`src/logic/flash_host_params.svh`:
```
// Command codes, address cycle layout, page geometry and strobe timing
`ifndef FLASH_HOST_PARAMS_SVH
`define FLASH_HOST_PARAMS_SVH

`define CLK_MHZ 20
`define T_WP_NS 25
`define T_WH_NS 15
`define T_RP_NS 25
`define T_REH_NS 15
`define T_REA_NS 30
`define T_WB_NS 100

`define CMD_READ 8'h00
`define CMD_READ_GO 8'h30
`define CMD_COPY_READ_GO 8'h35
`define CMD_IDENTIFY 8'h90
`define CMD_RESET 8'hFF
`define CMD_PROG 8'h80
`define CMD_PROG_GO 8'h10
`define CMD_CACHE_GO 8'h15
`define CMD_COPY_PROG 8'h85
`define CMD_ERASE 8'h60
`define CMD_ERASE_GO 8'hD0
`define CMD_RAND_OUT 8'h05
`define CMD_RAND_OUT_GO 8'hE0
`define CMD_STATUS 8'h70

`define ADDR_COL_FIRST 2'h0
`define ADDR_COL_LAST 2'h1
`define ADDR_ROW_FIRST 2'h2
`define ADDR_ROW_LAST 2'h3

`define COL_W 12
`define ROW_W 16
`define PAGE_WORDS_X8 12'h840
`define PAGE_WORDS_X16 12'h420

`endif

```
`src/logic/flash_host_pkg.sv`:
```
// Types shared by the flash host controller
package flash_host_pkg;

  typedef enum logic [3:0] {
    OP_READ,
    OP_READ_COPY,
    OP_IDENTIFY,
    OP_RESET,
    OP_PROGRAM,
    OP_CACHE_PROG,
    OP_COPY_PROG,
    OP_ERASE,
    OP_RAND_IN,
    OP_RAND_OUT,
    OP_STATUS,
    OP_STREAM
  } flash_op_t;

  typedef enum logic [3:0] {
    ST_IDLE,
    ST_READY,
    ST_CMD1,
    ST_ADDR,
    ST_WFETCH,
    ST_WDATA,
    ST_CMD2,
    ST_SETTLE,
    ST_BUSY,
    ST_RDATA,
    ST_DONE
  } host_state_t;

endpackage : flash_host_pkg

```
`src/logic/page_flash_host.sv`:
```
// Host controller driving a page flash through its strobe and I/O pins
//
// Contract
// Device keeps program/erase blocked while write-guard is low.
// Device holds ready/busy low during program, erase or page read.
// Ready/busy is open drain and always reports, even when deselected.
// With auto-read strapped, first page streams out without command or address.
// Address: column in cycles one and two, row in three and four, unused low.
// Host sends two column cycles, then two row cycles.
// Device ignores surplus address cycles.
// Block erase carries only the two row cycles.
// Read and program send all four address cycles after first command.
// Command, address, write data latched on write strobe rise, chip select low.
// Each page has spare columns past the main area.
// Array is 65536 pages selected by row address.
// Program and read whole pages, erase whole 64-page blocks only.
// Data and cache registers chained between I/O and array.
// Cache program takes new data while the previous page programs.
// Copy-back: read with 00h/35h, program with 85h/10h.
// Reset, status and identify are single command cycles.
// Program is 80h..10h, erase is 60h..D0h, addresses between.
// Page read is 00h, four address cycles, then 30h.
// Random input 85h and output 05h/E0h move column within page.
// Device takes only reset and status while busy.
// Host never issues undefined command codes.
// Word-wide part: command and address on low eight lines, upper low.
// Command latch high loads command register on write strobe rise.
// Address latch high loads address registers on write strobe rise.
// Each read strobe fall drives next word and advances column.
// Host waits for ready before commands other than reset and status.
`include "flash_host_params.svh"

module page_flash_host #(
  parameter bit WIDE = 1'b0,
  parameter int LEN_W = 12,
  localparam int IO_W = WIDE ? 16 : 8
) (
  input wire logic ref_clk_i,
  input wire logic rst_n_i,
  input wire logic cmd_valid_i,
  input wire flash_host_pkg::flash_op_t cmd_op_i,
  input wire logic [`COL_W-1:0] col_addr_i,
  input wire logic [`ROW_W-1:0] row_addr_i,
  input wire logic [LEN_W-1:0] len_i,
  input wire logic wr_valid_i,
  input wire logic [IO_W-1:0] wr_data_i,
  input wire logic wp_release_i,
  input wire logic rb_i,
  input wire logic [IO_W-1:0] io_i,
  output logic cmd_busy_o,
  output logic done_o,
  output logic wr_ready_o,
  output logic rd_valid_o,
  output logic [IO_W-1:0] rd_data_o,
  output logic ce_n_o,
  output logic cle_o,
  output logic ale_o,
  output logic we_n_o,
  output logic read_strobe_n_o,
  output logic wp_n_o,
  output logic [IO_W-1:0] io_o,
  output logic io_oe_o
);

  // Least times round up to whole cycles
  localparam int WLOW_I = (`T_WP_NS * `CLK_MHZ + 999) / 1000;
  localparam int WHIGH_I = (`T_WH_NS * `CLK_MHZ + 999) / 1000;
  localparam int RP_I = (`T_RP_NS * `CLK_MHZ + 999) / 1000;
  localparam int REA_I = (`T_REA_NS * `CLK_MHZ + 999) / 1000;
  localparam int RHIGH_I = (`T_REH_NS * `CLK_MHZ + 999) / 1000;
  localparam int WB_I = (`T_WB_NS * `CLK_MHZ + 999) / 1000;
  // Read low phase also covers access time, so sampling at its end is safe
  localparam logic [3:0] RLOW_CYC = 4'(RP_I > REA_I ? RP_I : REA_I);
  localparam logic [3:0] WLOW_CYC = 4'(WLOW_I);
  localparam logic [3:0] WHIGH_CYC = 4'(WHIGH_I);
  localparam logic [3:0] RHIGH_CYC = 4'(RHIGH_I);
  localparam logic [3:0] WB_CYC = 4'(WB_I);
  localparam logic [LEN_W-1:0] PAGE_WORDS = LEN_W'(WIDE ? `PAGE_WORDS_X16 : `PAGE_WORDS_X8);

  flash_host_pkg::host_state_t state_reg, state_next;
  flash_host_pkg::flash_op_t op_reg;
  logic [7:0] cmd1_reg, cmd2_reg, dec_cmd1, dec_cmd2;
  logic use_cmd1_reg, use_cmd2_reg, use_addr_reg, write_reg, read_reg, busy_wait_reg;
  logic dec_use_cmd1, dec_use_cmd2, dec_use_addr, dec_write, dec_read, dec_busy, dec_ready;
  logic [1:0] first_idx_reg, last_idx_reg, dec_first, dec_last, idx_reg, idx_next;
  logic [`COL_W-1:0] col_reg;
  logic [`ROW_W-1:0] row_reg;
  logic [LEN_W-1:0] remain_reg;
  logic go_reg, low_reg, hi_reg, advance, tick, tmr_load, step_done, accept, take_word;
  logic [3:0] tmr_count;
  logic rd_sample;

  pulse_timer #(.CNT_W(4)) strobe_timer (
    .ref_clk_i(ref_clk_i),
    .rst_n_i(rst_n_i),
    .load_i(tmr_load),
    .count_i(tmr_count),
    .tick_o(tick)
  );

  // Operation decode into command codes and address span
  always_comb begin
    dec_cmd1 = `CMD_READ;
    dec_cmd2 = `CMD_READ_GO;
    dec_use_cmd1 = 1'b1;
    dec_use_cmd2 = 1'b0;
    dec_use_addr = 1'b1;
    dec_first = `ADDR_COL_FIRST;
    dec_last = `ADDR_ROW_LAST;
    dec_write = 1'b0;
    dec_read = 1'b0;
    dec_busy = 1'b1;
    dec_ready = 1'b1;
    case (cmd_op_i)
      flash_host_pkg::OP_READ: begin
        dec_use_cmd2 = 1'b1;
        dec_read = 1'b1;
      end
      flash_host_pkg::OP_READ_COPY: begin
        dec_cmd2 = `CMD_COPY_READ_GO;
        dec_use_cmd2 = 1'b1;
      end
      flash_host_pkg::OP_IDENTIFY: begin
        dec_cmd1 = `CMD_IDENTIFY;
        dec_use_addr = 1'b0;
        dec_read = 1'b1;
        dec_busy = 1'b0;
      end
      flash_host_pkg::OP_RESET: begin
        dec_cmd1 = `CMD_RESET;
        dec_use_addr = 1'b0;
        dec_ready = 1'b0;
      end
      flash_host_pkg::OP_PROGRAM, flash_host_pkg::OP_CACHE_PROG: begin
        dec_cmd1 = `CMD_PROG;
        dec_cmd2 = (cmd_op_i == flash_host_pkg::OP_CACHE_PROG) ? `CMD_CACHE_GO : `CMD_PROG_GO;
        dec_use_cmd2 = 1'b1;
        dec_write = 1'b1;
      end
      flash_host_pkg::OP_COPY_PROG: begin
        dec_cmd1 = `CMD_COPY_PROG;
        dec_cmd2 = `CMD_PROG_GO;
        dec_use_cmd2 = 1'b1;
      end
      flash_host_pkg::OP_ERASE: begin
        dec_cmd1 = `CMD_ERASE;
        dec_cmd2 = `CMD_ERASE_GO;
        dec_use_cmd2 = 1'b1;
        dec_first = `ADDR_ROW_FIRST;
      end
      flash_host_pkg::OP_RAND_IN: begin
        dec_cmd1 = `CMD_COPY_PROG;
        dec_last = `ADDR_COL_LAST;
        dec_write = 1'b1;
        dec_busy = 1'b0;
      end
      flash_host_pkg::OP_RAND_OUT: begin
        dec_cmd1 = `CMD_RAND_OUT;
        dec_cmd2 = `CMD_RAND_OUT_GO;
        dec_use_cmd2 = 1'b1;
        dec_last = `ADDR_COL_LAST;
        dec_read = 1'b1;
        dec_busy = 1'b0;
      end
      flash_host_pkg::OP_STATUS: begin
        dec_cmd1 = `CMD_STATUS;
        dec_use_addr = 1'b0;
        dec_read = 1'b1;
        dec_busy = 1'b0;
        dec_ready = 1'b0;
      end
      default: begin
        // Auto-read stream: no command, no address, just read strobes
        dec_use_cmd1 = 1'b0;
        dec_use_addr = 1'b0;
        dec_read = 1'b1;
        dec_busy = 1'b0;
      end
    endcase
  end

  assign accept = (state_reg == flash_host_pkg::ST_IDLE) && cmd_valid_i;
  assign take_word = (state_reg == flash_host_pkg::ST_WFETCH) && wr_valid_i && wr_ready_o;
  assign step_done = tick && hi_reg;
  assign rd_sample = (state_reg == flash_host_pkg::ST_RDATA) && tick && low_reg;
  assign tmr_load = go_reg || (tick && low_reg);

  always_comb begin
    if (go_reg) begin
      if (state_reg == flash_host_pkg::ST_SETTLE) begin
        tmr_count = WB_CYC;
      end else if (state_reg == flash_host_pkg::ST_RDATA) begin
        tmr_count = RLOW_CYC;
      end else begin
        tmr_count = WLOW_CYC;
      end
    end else if (state_reg == flash_host_pkg::ST_RDATA) begin
      tmr_count = RHIGH_CYC;
    end else begin
      tmr_count = WHIGH_CYC;
    end
  end

  // Sequencing of bus cycles
  always_comb begin
    state_next = state_reg;
    advance = 1'b0;
    idx_next = idx_reg;
    case (state_reg)
      flash_host_pkg::ST_IDLE: begin
        if (cmd_valid_i) begin
          advance = 1'b1;
          if (dec_ready) begin
            state_next = flash_host_pkg::ST_READY;
          end else begin
            state_next = flash_host_pkg::ST_CMD1;
          end
        end
      end
      flash_host_pkg::ST_READY: begin
        if (rb_i) begin
          advance = 1'b1;
          state_next = use_cmd1_reg ? flash_host_pkg::ST_CMD1 : flash_host_pkg::ST_RDATA;
        end
      end
      flash_host_pkg::ST_CMD1: begin
        if (step_done) begin
          advance = 1'b1;
          idx_next = first_idx_reg;
          state_next = use_addr_reg ? flash_host_pkg::ST_ADDR : flash_host_pkg::ST_SETTLE;
        end
      end
      flash_host_pkg::ST_ADDR, flash_host_pkg::ST_WDATA: begin
        if (step_done) begin
          advance = 1'b1;
          if (state_reg == flash_host_pkg::ST_ADDR && idx_reg != last_idx_reg) begin
            idx_next = idx_reg + 2'h1;
          end else if (write_reg && remain_reg != '0) begin
            state_next = flash_host_pkg::ST_WFETCH;
          end else if (use_cmd2_reg) begin
            state_next = flash_host_pkg::ST_CMD2;
          end else begin
            state_next = flash_host_pkg::ST_DONE;
          end
        end
      end
      flash_host_pkg::ST_WFETCH: begin
        if (take_word) begin
          advance = 1'b1;
          state_next = flash_host_pkg::ST_WDATA;
        end
      end
      flash_host_pkg::ST_CMD2: begin
        if (step_done) begin
          advance = 1'b1;
          state_next = flash_host_pkg::ST_SETTLE;
        end
      end
      flash_host_pkg::ST_SETTLE, flash_host_pkg::ST_BUSY: begin
        // Ready/busy is not valid until the settle time has run out
        if ((state_reg == flash_host_pkg::ST_SETTLE && tick && !go_reg) ||
            (state_reg == flash_host_pkg::ST_BUSY && rb_i)) begin
          advance = 1'b1;
          if (state_reg == flash_host_pkg::ST_SETTLE && busy_wait_reg) begin
            state_next = flash_host_pkg::ST_BUSY;
          end else if (read_reg && remain_reg != '0) begin
            state_next = flash_host_pkg::ST_RDATA;
          end else begin
            state_next = flash_host_pkg::ST_DONE;
          end
        end
      end
      flash_host_pkg::ST_RDATA: begin
        if (step_done) begin
          advance = 1'b1;
          state_next = (remain_reg == '0) ? flash_host_pkg::ST_DONE : flash_host_pkg::ST_RDATA;
        end
      end
      default: begin
        advance = 1'b1;
        state_next = flash_host_pkg::ST_IDLE;
      end
    endcase
  end

  always_ff @(posedge ref_clk_i or negedge rst_n_i) begin
    if (!rst_n_i) begin
      state_reg <= flash_host_pkg::ST_IDLE;
      idx_reg <= `ADDR_COL_FIRST;
      go_reg <= 1'b0;
      low_reg <= 1'b0;
      hi_reg <= 1'b0;
    end else begin
      state_reg <= state_next;
      idx_reg <= idx_next;
      go_reg <= advance && (state_next inside {flash_host_pkg::ST_CMD1, flash_host_pkg::ST_ADDR,
        flash_host_pkg::ST_WDATA, flash_host_pkg::ST_CMD2, flash_host_pkg::ST_SETTLE,
        flash_host_pkg::ST_RDATA});
      if (go_reg) begin
        low_reg <= (state_reg != flash_host_pkg::ST_SETTLE);
      end else if (tick && low_reg) begin
        low_reg <= 1'b0;
      end
      if (tick && low_reg) begin
        hi_reg <= 1'b1;
      end else if (step_done) begin
        hi_reg <= 1'b0;
      end
    end
  end

  // Request latch and word counting
  always_ff @(posedge ref_clk_i or negedge rst_n_i) begin
    if (!rst_n_i) begin
      op_reg <= flash_host_pkg::OP_RESET;
      cmd1_reg <= `CMD_RESET;
      cmd2_reg <= `CMD_READ_GO;
      {use_cmd1_reg, use_cmd2_reg, use_addr_reg} <= 3'h0;
      {write_reg, read_reg, busy_wait_reg} <= 3'h0;
      first_idx_reg <= `ADDR_COL_FIRST;
      last_idx_reg <= `ADDR_ROW_LAST;
      col_reg <= '0;
      row_reg <= '0;
      remain_reg <= '0;
    end else if (accept) begin
      op_reg <= cmd_op_i;
      cmd1_reg <= dec_cmd1;
      cmd2_reg <= dec_cmd2;
      {use_cmd1_reg, use_cmd2_reg, use_addr_reg} <= {dec_use_cmd1, dec_use_cmd2, dec_use_addr};
      {write_reg, read_reg, busy_wait_reg} <= {dec_write, dec_read, dec_busy};
      first_idx_reg <= dec_first;
      last_idx_reg <= dec_last;
      // Word-wide column has one bit less; the top bit goes out low
      col_reg <= WIDE ? {1'b0, col_addr_i[`COL_W-2:0]} : col_addr_i;
      row_reg <= row_addr_i;
      remain_reg <= (len_i > PAGE_WORDS) ? PAGE_WORDS : len_i;
    end else if (take_word || rd_sample) begin
      remain_reg <= remain_reg - 1'b1;
    end
  end

  // Pin drive: setup values change one cycle before the strobe falls
  always_ff @(posedge ref_clk_i or negedge rst_n_i) begin
    if (!rst_n_i) begin
      ce_n_o <= 1'b1;
      cle_o <= 1'b0;
      ale_o <= 1'b0;
      io_o <= '0;
      io_oe_o <= 1'b0;
    end else if (advance) begin
      ce_n_o <= (state_next == flash_host_pkg::ST_IDLE);
      cle_o <= (state_next inside {flash_host_pkg::ST_CMD1, flash_host_pkg::ST_CMD2});
      ale_o <= (state_next == flash_host_pkg::ST_ADDR);
      io_oe_o <= (state_next inside {flash_host_pkg::ST_CMD1, flash_host_pkg::ST_ADDR,
        flash_host_pkg::ST_WDATA, flash_host_pkg::ST_CMD2});
      case (state_next)
        // Straight from idle the latched code is still the old one
        flash_host_pkg::ST_CMD1: io_o <= IO_W'(accept ? dec_cmd1 : cmd1_reg);
        flash_host_pkg::ST_CMD2: io_o <= IO_W'(cmd2_reg);
        flash_host_pkg::ST_WDATA: io_o <= wr_data_i;
        flash_host_pkg::ST_ADDR: begin
          case (idx_next)
            `ADDR_COL_FIRST: io_o <= IO_W'(col_reg[7:0]);
            `ADDR_COL_LAST: io_o <= IO_W'(col_reg[`COL_W-1:8]);
            `ADDR_ROW_FIRST: io_o <= IO_W'(row_reg[7:0]);
            default: io_o <= IO_W'(row_reg[`ROW_W-1:8]);
          endcase
        end
        default: io_o <= io_o;
      endcase
    end
  end

  always_ff @(posedge ref_clk_i or negedge rst_n_i) begin
    if (!rst_n_i) begin
      we_n_o <= 1'b1;
      read_strobe_n_o <= 1'b1;
    end else if (go_reg && state_reg != flash_host_pkg::ST_SETTLE) begin
      we_n_o <= (state_reg == flash_host_pkg::ST_RDATA);
      read_strobe_n_o <= (state_reg != flash_host_pkg::ST_RDATA);
    end else if (tick && low_reg) begin
      we_n_o <= 1'b1;
      read_strobe_n_o <= 1'b1;
    end
  end

  // Held protected from reset until software releases it
  always_ff @(posedge ref_clk_i or negedge rst_n_i) begin
    if (!rst_n_i) begin
      wp_n_o <= 1'b0;
    end else begin
      wp_n_o <= wp_release_i;
    end
  end

  always_ff @(posedge ref_clk_i or negedge rst_n_i) begin
    if (!rst_n_i) begin
      rd_valid_o <= 1'b0;
      rd_data_o <= '0;
      wr_ready_o <= 1'b0;
      done_o <= 1'b0;
      cmd_busy_o <= 1'b0;
    end else begin
      rd_valid_o <= rd_sample;
      if (rd_sample) begin
        rd_data_o <= io_i;
      end
      wr_ready_o <= (state_next == flash_host_pkg::ST_WFETCH);
      done_o <= (state_reg == flash_host_pkg::ST_DONE);
      cmd_busy_o <= (state_next != flash_host_pkg::ST_IDLE);
    end
  end

  a_strobe_select: assert property (@(posedge ref_clk_i) disable iff (!rst_n_i)
    !we_n_o |-> !ce_n_o && io_oe_o && !(cle_o && ale_o))
    else $error("write strobe without select or drive");
  a_read_release: assert property (@(posedge ref_clk_i) disable iff (!rst_n_i)
    !read_strobe_n_o |-> !io_oe_o && we_n_o && !ce_n_o)
    else $error("read strobe while bus driven");
  a_upper_low: assert property (@(posedge ref_clk_i) disable iff (!rst_n_i)
    (cle_o || ale_o) && !we_n_o |-> (io_o >> 8) == '0)
    else $error("upper lines not low in command or address cycle");
  a_ready_gate: assert property (@(posedge ref_clk_i) disable iff (!rst_n_i)
    state_reg == flash_host_pkg::ST_READY && !rb_i |=> state_reg == flash_host_pkg::ST_READY)
    else $error("left ready wait while device busy");
  a_addr_order: assert property (@(posedge ref_clk_i) disable iff (!rst_n_i)
    state_reg == flash_host_pkg::ST_ADDR && step_done && idx_reg != last_idx_reg
    |=> idx_reg == $past(idx_reg) + 2'h1 && ale_o && go_reg)
    else $error("address cycles out of order");
  a_erase_rows: assert property (@(posedge ref_clk_i) disable iff (!rst_n_i)
    op_reg == flash_host_pkg::OP_ERASE && ale_o && !we_n_o |-> idx_reg[1])
    else $error("erase sent a column cycle");
  a_col_pad: assert property (@(posedge ref_clk_i) disable iff (!rst_n_i)
    ale_o && !we_n_o && idx_reg == `ADDR_COL_LAST |-> io_o[7:4] == 4'h0)
    else $error("column high cycle not padded low");
  a_read_confirm: assert property (@(posedge ref_clk_i) disable iff (!rst_n_i)
    op_reg == flash_host_pkg::OP_READ && state_reg == flash_host_pkg::ST_CMD2 && !we_n_o
    |-> io_o[7:0] == `CMD_READ_GO && $past(idx_reg) == `ADDR_ROW_LAST)
    else $error("page read confirm wrong");
  a_prog_confirm: assert property (@(posedge ref_clk_i) disable iff (!rst_n_i)
    op_reg == flash_host_pkg::OP_PROGRAM && cle_o && !we_n_o
    |-> io_o[7:0] == `CMD_PROG || io_o[7:0] == `CMD_PROG_GO)
    else $error("program codes wrong");
  a_code_legal: assert property (@(posedge ref_clk_i) disable iff (!rst_n_i)
    cle_o && !we_n_o |-> io_o[7:0] inside {`CMD_READ, `CMD_READ_GO, `CMD_COPY_READ_GO,
      `CMD_IDENTIFY, `CMD_RESET, `CMD_PROG, `CMD_PROG_GO, `CMD_CACHE_GO, `CMD_COPY_PROG,
      `CMD_ERASE, `CMD_ERASE_GO, `CMD_RAND_OUT, `CMD_RAND_OUT_GO, `CMD_STATUS})
    else $error("undefined command code driven");
  a_busy_hold: assert property (@(posedge ref_clk_i) disable iff (!rst_n_i)
    state_reg == flash_host_pkg::ST_SETTLE && go_reg |-> !advance [*2])
    else $error("settle time cut short");

  c_page_read: cover property (@(posedge ref_clk_i) disable iff (!rst_n_i)
    op_reg == flash_host_pkg::OP_READ && rd_valid_o ##1 done_o);
  c_program: cover property (@(posedge ref_clk_i) disable iff (!rst_n_i)
    op_reg == flash_host_pkg::OP_PROGRAM && done_o);
  c_erase: cover property (@(posedge ref_clk_i) disable iff (!rst_n_i)
    op_reg == flash_host_pkg::OP_ERASE && state_reg == flash_host_pkg::ST_BUSY ##[1:50] done_o);
  c_stall: cover property (@(posedge ref_clk_i) disable iff (!rst_n_i)
    wr_ready_o && !wr_valid_i ##1 take_word);

endmodule : page_flash_host

```
`src/logic/pulse_timer.sv`:
```
// Down counter giving a one-cycle tick a loaded number of cycles later
module pulse_timer #(
  parameter int CNT_W = 4
) (
  input wire logic ref_clk_i,
  input wire logic rst_n_i,
  input wire logic load_i,
  input wire logic [CNT_W-1:0] count_i,
  output logic tick_o
);

  logic [CNT_W-1:0] cnt_reg;

  always_ff @(posedge ref_clk_i or negedge rst_n_i) begin
    if (!rst_n_i) begin
      cnt_reg <= '0;
    end else if (load_i) begin
      cnt_reg <= count_i;
    end else if (cnt_reg != '0) begin
      cnt_reg <= cnt_reg - 1'b1;
    end
  end

  // Tick must not look at load_i: the caller reloads on the tick itself
  assign tick_o = (cnt_reg == CNT_W'(1));

endmodule : pulse_timer

```
`config.mk`:
```
export PLATFORM = sky130hd
export DESIGN_NAME = page_flash_host
export DESIGN_NICKNAME = d
export VERILOG_FILES = /design/src/logic/flash_host_pkg.sv /design/src/logic/page_flash_host.sv /design/src/logic/pulse_timer.sv
export VERILOG_INCLUDE_DIRS = /design/src /design/src/logic
export SDC_FILE = /design/constraint.sdc
export NUM_CORES = 1
export LEC_CHECK = 0
export BUFFER_PORTS_ARGS = -buffer_cell sky130_fd_sc_hd__buf_2
export CAP_MARGIN = 20
export CORE_MARGIN = 4
export CORE_UTILIZATION = 61
export CTS_BUF_LIST = sky130_fd_sc_hd__clkbuf_4 sky130_fd_sc_hd__clkbuf_8 sky130_fd_sc_hd__clkbuf_16
export CTS_CLUSTER_DIAMETER = 60
export CTS_CLUSTER_SIZE = 12
export DETAILED_ROUTE_END_ITERATION = 8
export GPL_ROUTABILITY_DRIVEN = 0
export HOLD_SLACK_MARGIN = 0.1
export PLACE_DENSITY = 0.86
export SYNTH_ARGS = -nofsm -noshare
export SYNTH_HDL_FRONTEND = slang
export SYNTH_SLANG_ARGS = --single-unit
```
`constraint.sdc`:
```
create_clock -name ref_clk_i -period 6.7 [get_ports ref_clk_i]
set_clock_uncertainty 0.2 [all_clocks]
set_input_delay 0.335 -clock ref_clk_i [delete_from_list [all_inputs] [get_ports ref_clk_i]]
set_output_delay 0.335 -clock ref_clk_i [all_outputs]
set_load 0.1 [all_outputs]
```
==> flow_summary.toml <==
[run]
drv_cap = 0

[clock_network]
cts_tree = "built"
cts_setup_buffers = 0
cts_buffer_depth = 2
clk_latency_ns = 0.38
clkSinkCount = 100
clkTransAtPathRegs_ns = 0.12
cts-root-buf = "clkbuf_8"
cts_made_buffers = 9
cts.htree.levels = 3

[drt]
drtPass1Iterations = 5
antenna_left = 0
wl_per_cell_um = 18.42
drc = 0
wl_um = 15160
vias = 5071
routed_via_density = 6.162
dr.first_iter.drc_count = 394

[logic_synthesis]
yosysMostFrequentCell = "nand2_1"
synthDistinctLibCells = 81
yosys.area.top_type_share_pct = 39.99
synth-seq-cells = 100
synth_area_leader_cell = "dfrtp_1"
async_flop_share_pct = 100.0
synthTopCellsByArea = "dfrtp_1 40%, nand2_1 10%, dfstp_2 6.8%"
synth_edf_count = 0
synth_area_per_cell_um2 = 9.152
yosys-top-cells-count = "149 x nand2_1, 86 x dfrtp_1, 33 x o21ai_0"
synthCells = 588
synth_fp_nets = 657
synth_top_flop_cell = "dfrtp_1"
yosysSeqAreaShare_pct = 46.83
ys.warnings.count = 0
syn_area_um2 = 5381

[global_routing]
grt_pass1_vias = 5010
grt.overflow.total = 0
grt_max_degree = 72
grt_pass1_wl_um = 24580
antenna_found_initial = 0
track_usage_pct = 30.35

[pwr]
p_int_uw = 784.7
p_comb_share_pct = 6.6
irDropWorstVdd_uv = 126.8
p_sw_share_pct = 25.90
pwr_density_cell_nw_per_um2 = 162.9
p_leak_uw = 0.003037
p_clk_share_pct = 36.3
switching_power_uw = 274.2
p_seq_share_pct = 57.0

[critical_path]
r2r_slack_ns = 3.15
worstSetupEndpointType = "flip-flop"
ff2ff_path_depth = 9
r2r_end = "io_o[6]"
crit_arrival_ns = 3.66
critPathLaunchType = "flip-flop"
crit_required_ns = 6.80
critPathMaxFanout = 71
r2r-start = "state_reg[1]"
crit_type = "flip-flop to flip-flop"

[sta]
max_freq_ghz = 0.2815
finalMaxSlewViolations = 0
rsz0062_at_grt = "no"
finalCritPeriodShare_pct = 53.02
finalSetupViolCount = 0
worstMarginPinSlew_ns = 1.031
holdWs_ns = 0.09927
relSlewSlack_pct = 31.30
min_period_ns = 3.552
fin_tns_setup_ns = 0
hold_viol = 0

[hold_path]
hold_path_class = "input pin to flip-flop"
worstHoldStart = "len_i[0]"
min_to = "remain_reg[0]"
whs_path_depth = 3

[floorplanning]
io_pins = 93
fp.dieH_um = 101.9
rows = 34
initial_utilization_pct = 62.32
die_area_um2 = 10390
core_um2 = 8636
die_x_um = 101.9

[cells_and_area]
num-nets-final = 779
area_delta_synth_final_pct = 20.81
fill_cells = 582
design_area_um2 = 6501
largest_reg_flops = 16
multi_input_area_um2 = 2626
diodes = 0
layout.area.seq_um2 = 2520
drive_gt1_share_pct = 23.08
finalNonFillerCells = 823

[run_status]
status = "completed"

[place]
dp_cells = 760
dp_hpwl_um = 9737
portBuffers = 92
placed_area_um2 = 5841
==> timing repair <==
| item | 4_1_cts | 5_1_grt |
|---|---|---|
| endpoints found under the hold margin | 77 | 1 |
| hold buffers | 46 | 1 |
| setup endpoints to repair | 0 | 0 |
| resized for setup | 0 | 0 |
==> metrics by stage <==
stage,util [%],power (uW),setup slack [ns]
after floorplan,-,628.1,3.811
after global placement,67.63,661.9,3.431
after detailed placement,67.63,663.2,3.219
after CTS,75.17,1057,3.223
after global routing,75.28,1094,2.880
final,75.28,1059,3.148
==> cell type report <==
class                      count  share of cell area (%)
sequential                   100                   38.76
timing repair buffer         142                   14.70
tap                          108                   2.079
multi-input combinational    438                   40.40
inverter                      19                   1.135
clock inverter                 7                   1.020
clock buffer                   9                   1.905
==> cells by family after synthesis <==
family / Yosys count / synth area share [%]
and+or+nand+nor: 276 / 24.88
muxes: 15 / 4.115
buffers and inverters: 50 / 4.464
xor gates and xnor gates: 4 / 0.6511
adders and majority gates: 3 / 0.6976
DFF: 100 / 46.83
AOI/OAI and AO/OA: 140 / 18.37
==> power by group through the flow <==
stage / sequential (uW) / combinational, uW / clock [uW]
6_report: 604 / 70.4 / 385
2_1_floorplan: 618 / 10.2 / 0
3_5_place_dp: 615 / 47.7 / 0
5_1_grt: 604 / 77.7 / 412
4_1_cts: 604 / 68.4 / 385
3_3_place_gp: 615 / 46.5 / 0
==> critical path, stage by stage (launching register included) <==
cell and delay, ns:
dfrtp_1 0.57, nor2_1 0.20, nand3_2 0.11, buf_4 0.53, o2111ai_1 0.31, nor3_4 0.42, a21boi_4 0.17, o31ai_4 0.59
o31ai_1 0.19, o22ai_1 0.18
==> per-layer routing <==
layer  GRT usage [%]  wire (um)  part of all wire [%]
met5               0          0                     0
met4           11.30        551                   3.6
met3           6.485        955                   6.3
met2           52.62       7672                    51
met1           37.51       5977                    39
==> worst max path at each step <==
stage | from | end | slack [ns] | cells after the start
global placement | state_reg[1] | io_o[6] | 3.43 | 9
floorplan | wr_ready_o | io_o[0] | 3.81 | 7
detailed placement | state_reg[1] | io_o[6] | 3.22 | 9
finish | state_reg[1] | io_o[6] | 3.15 | 9
global route | state_reg[1] | io_o[6] | 2.88 | 9
CTS | state_reg[1] | io_o[6] | 3.22 | 9
==> placed cells by master, fill, tap and decap left out, types with 3 or more instances in the layout <==
master / instances
or3_1: 4
o22ai_1: 7
a211oi_1: 4
a32oi_1: 9
and2_1: 3
nand4_1: 5
dlygate4sd3_1: 47
o211ai_1: 3
mux2i_1: 6
ha_1: 3
buf_4: 4
a21oi_1: 29
o21ai_0: 33
dfstp_2: 14
a31oi_1: 7
nor4_1: 3
nor2b_1: 5
inv_6: 3
inv_1: 17
dfrtp_1: 86
nor3_1: 10
buf_2: 91
nand3_1: 16
o31ai_1: 11
a221oi_1: 9
nand2_1: 149
nand2b_1: 8
and3_1: 8
a21o_1: 4
or4_1: 4
nor3b_1: 3
clkbuf_8: 9
nor2_1: 32
mux4_2: 4
mux2_2: 3
(Power assumes the default switching activity.)
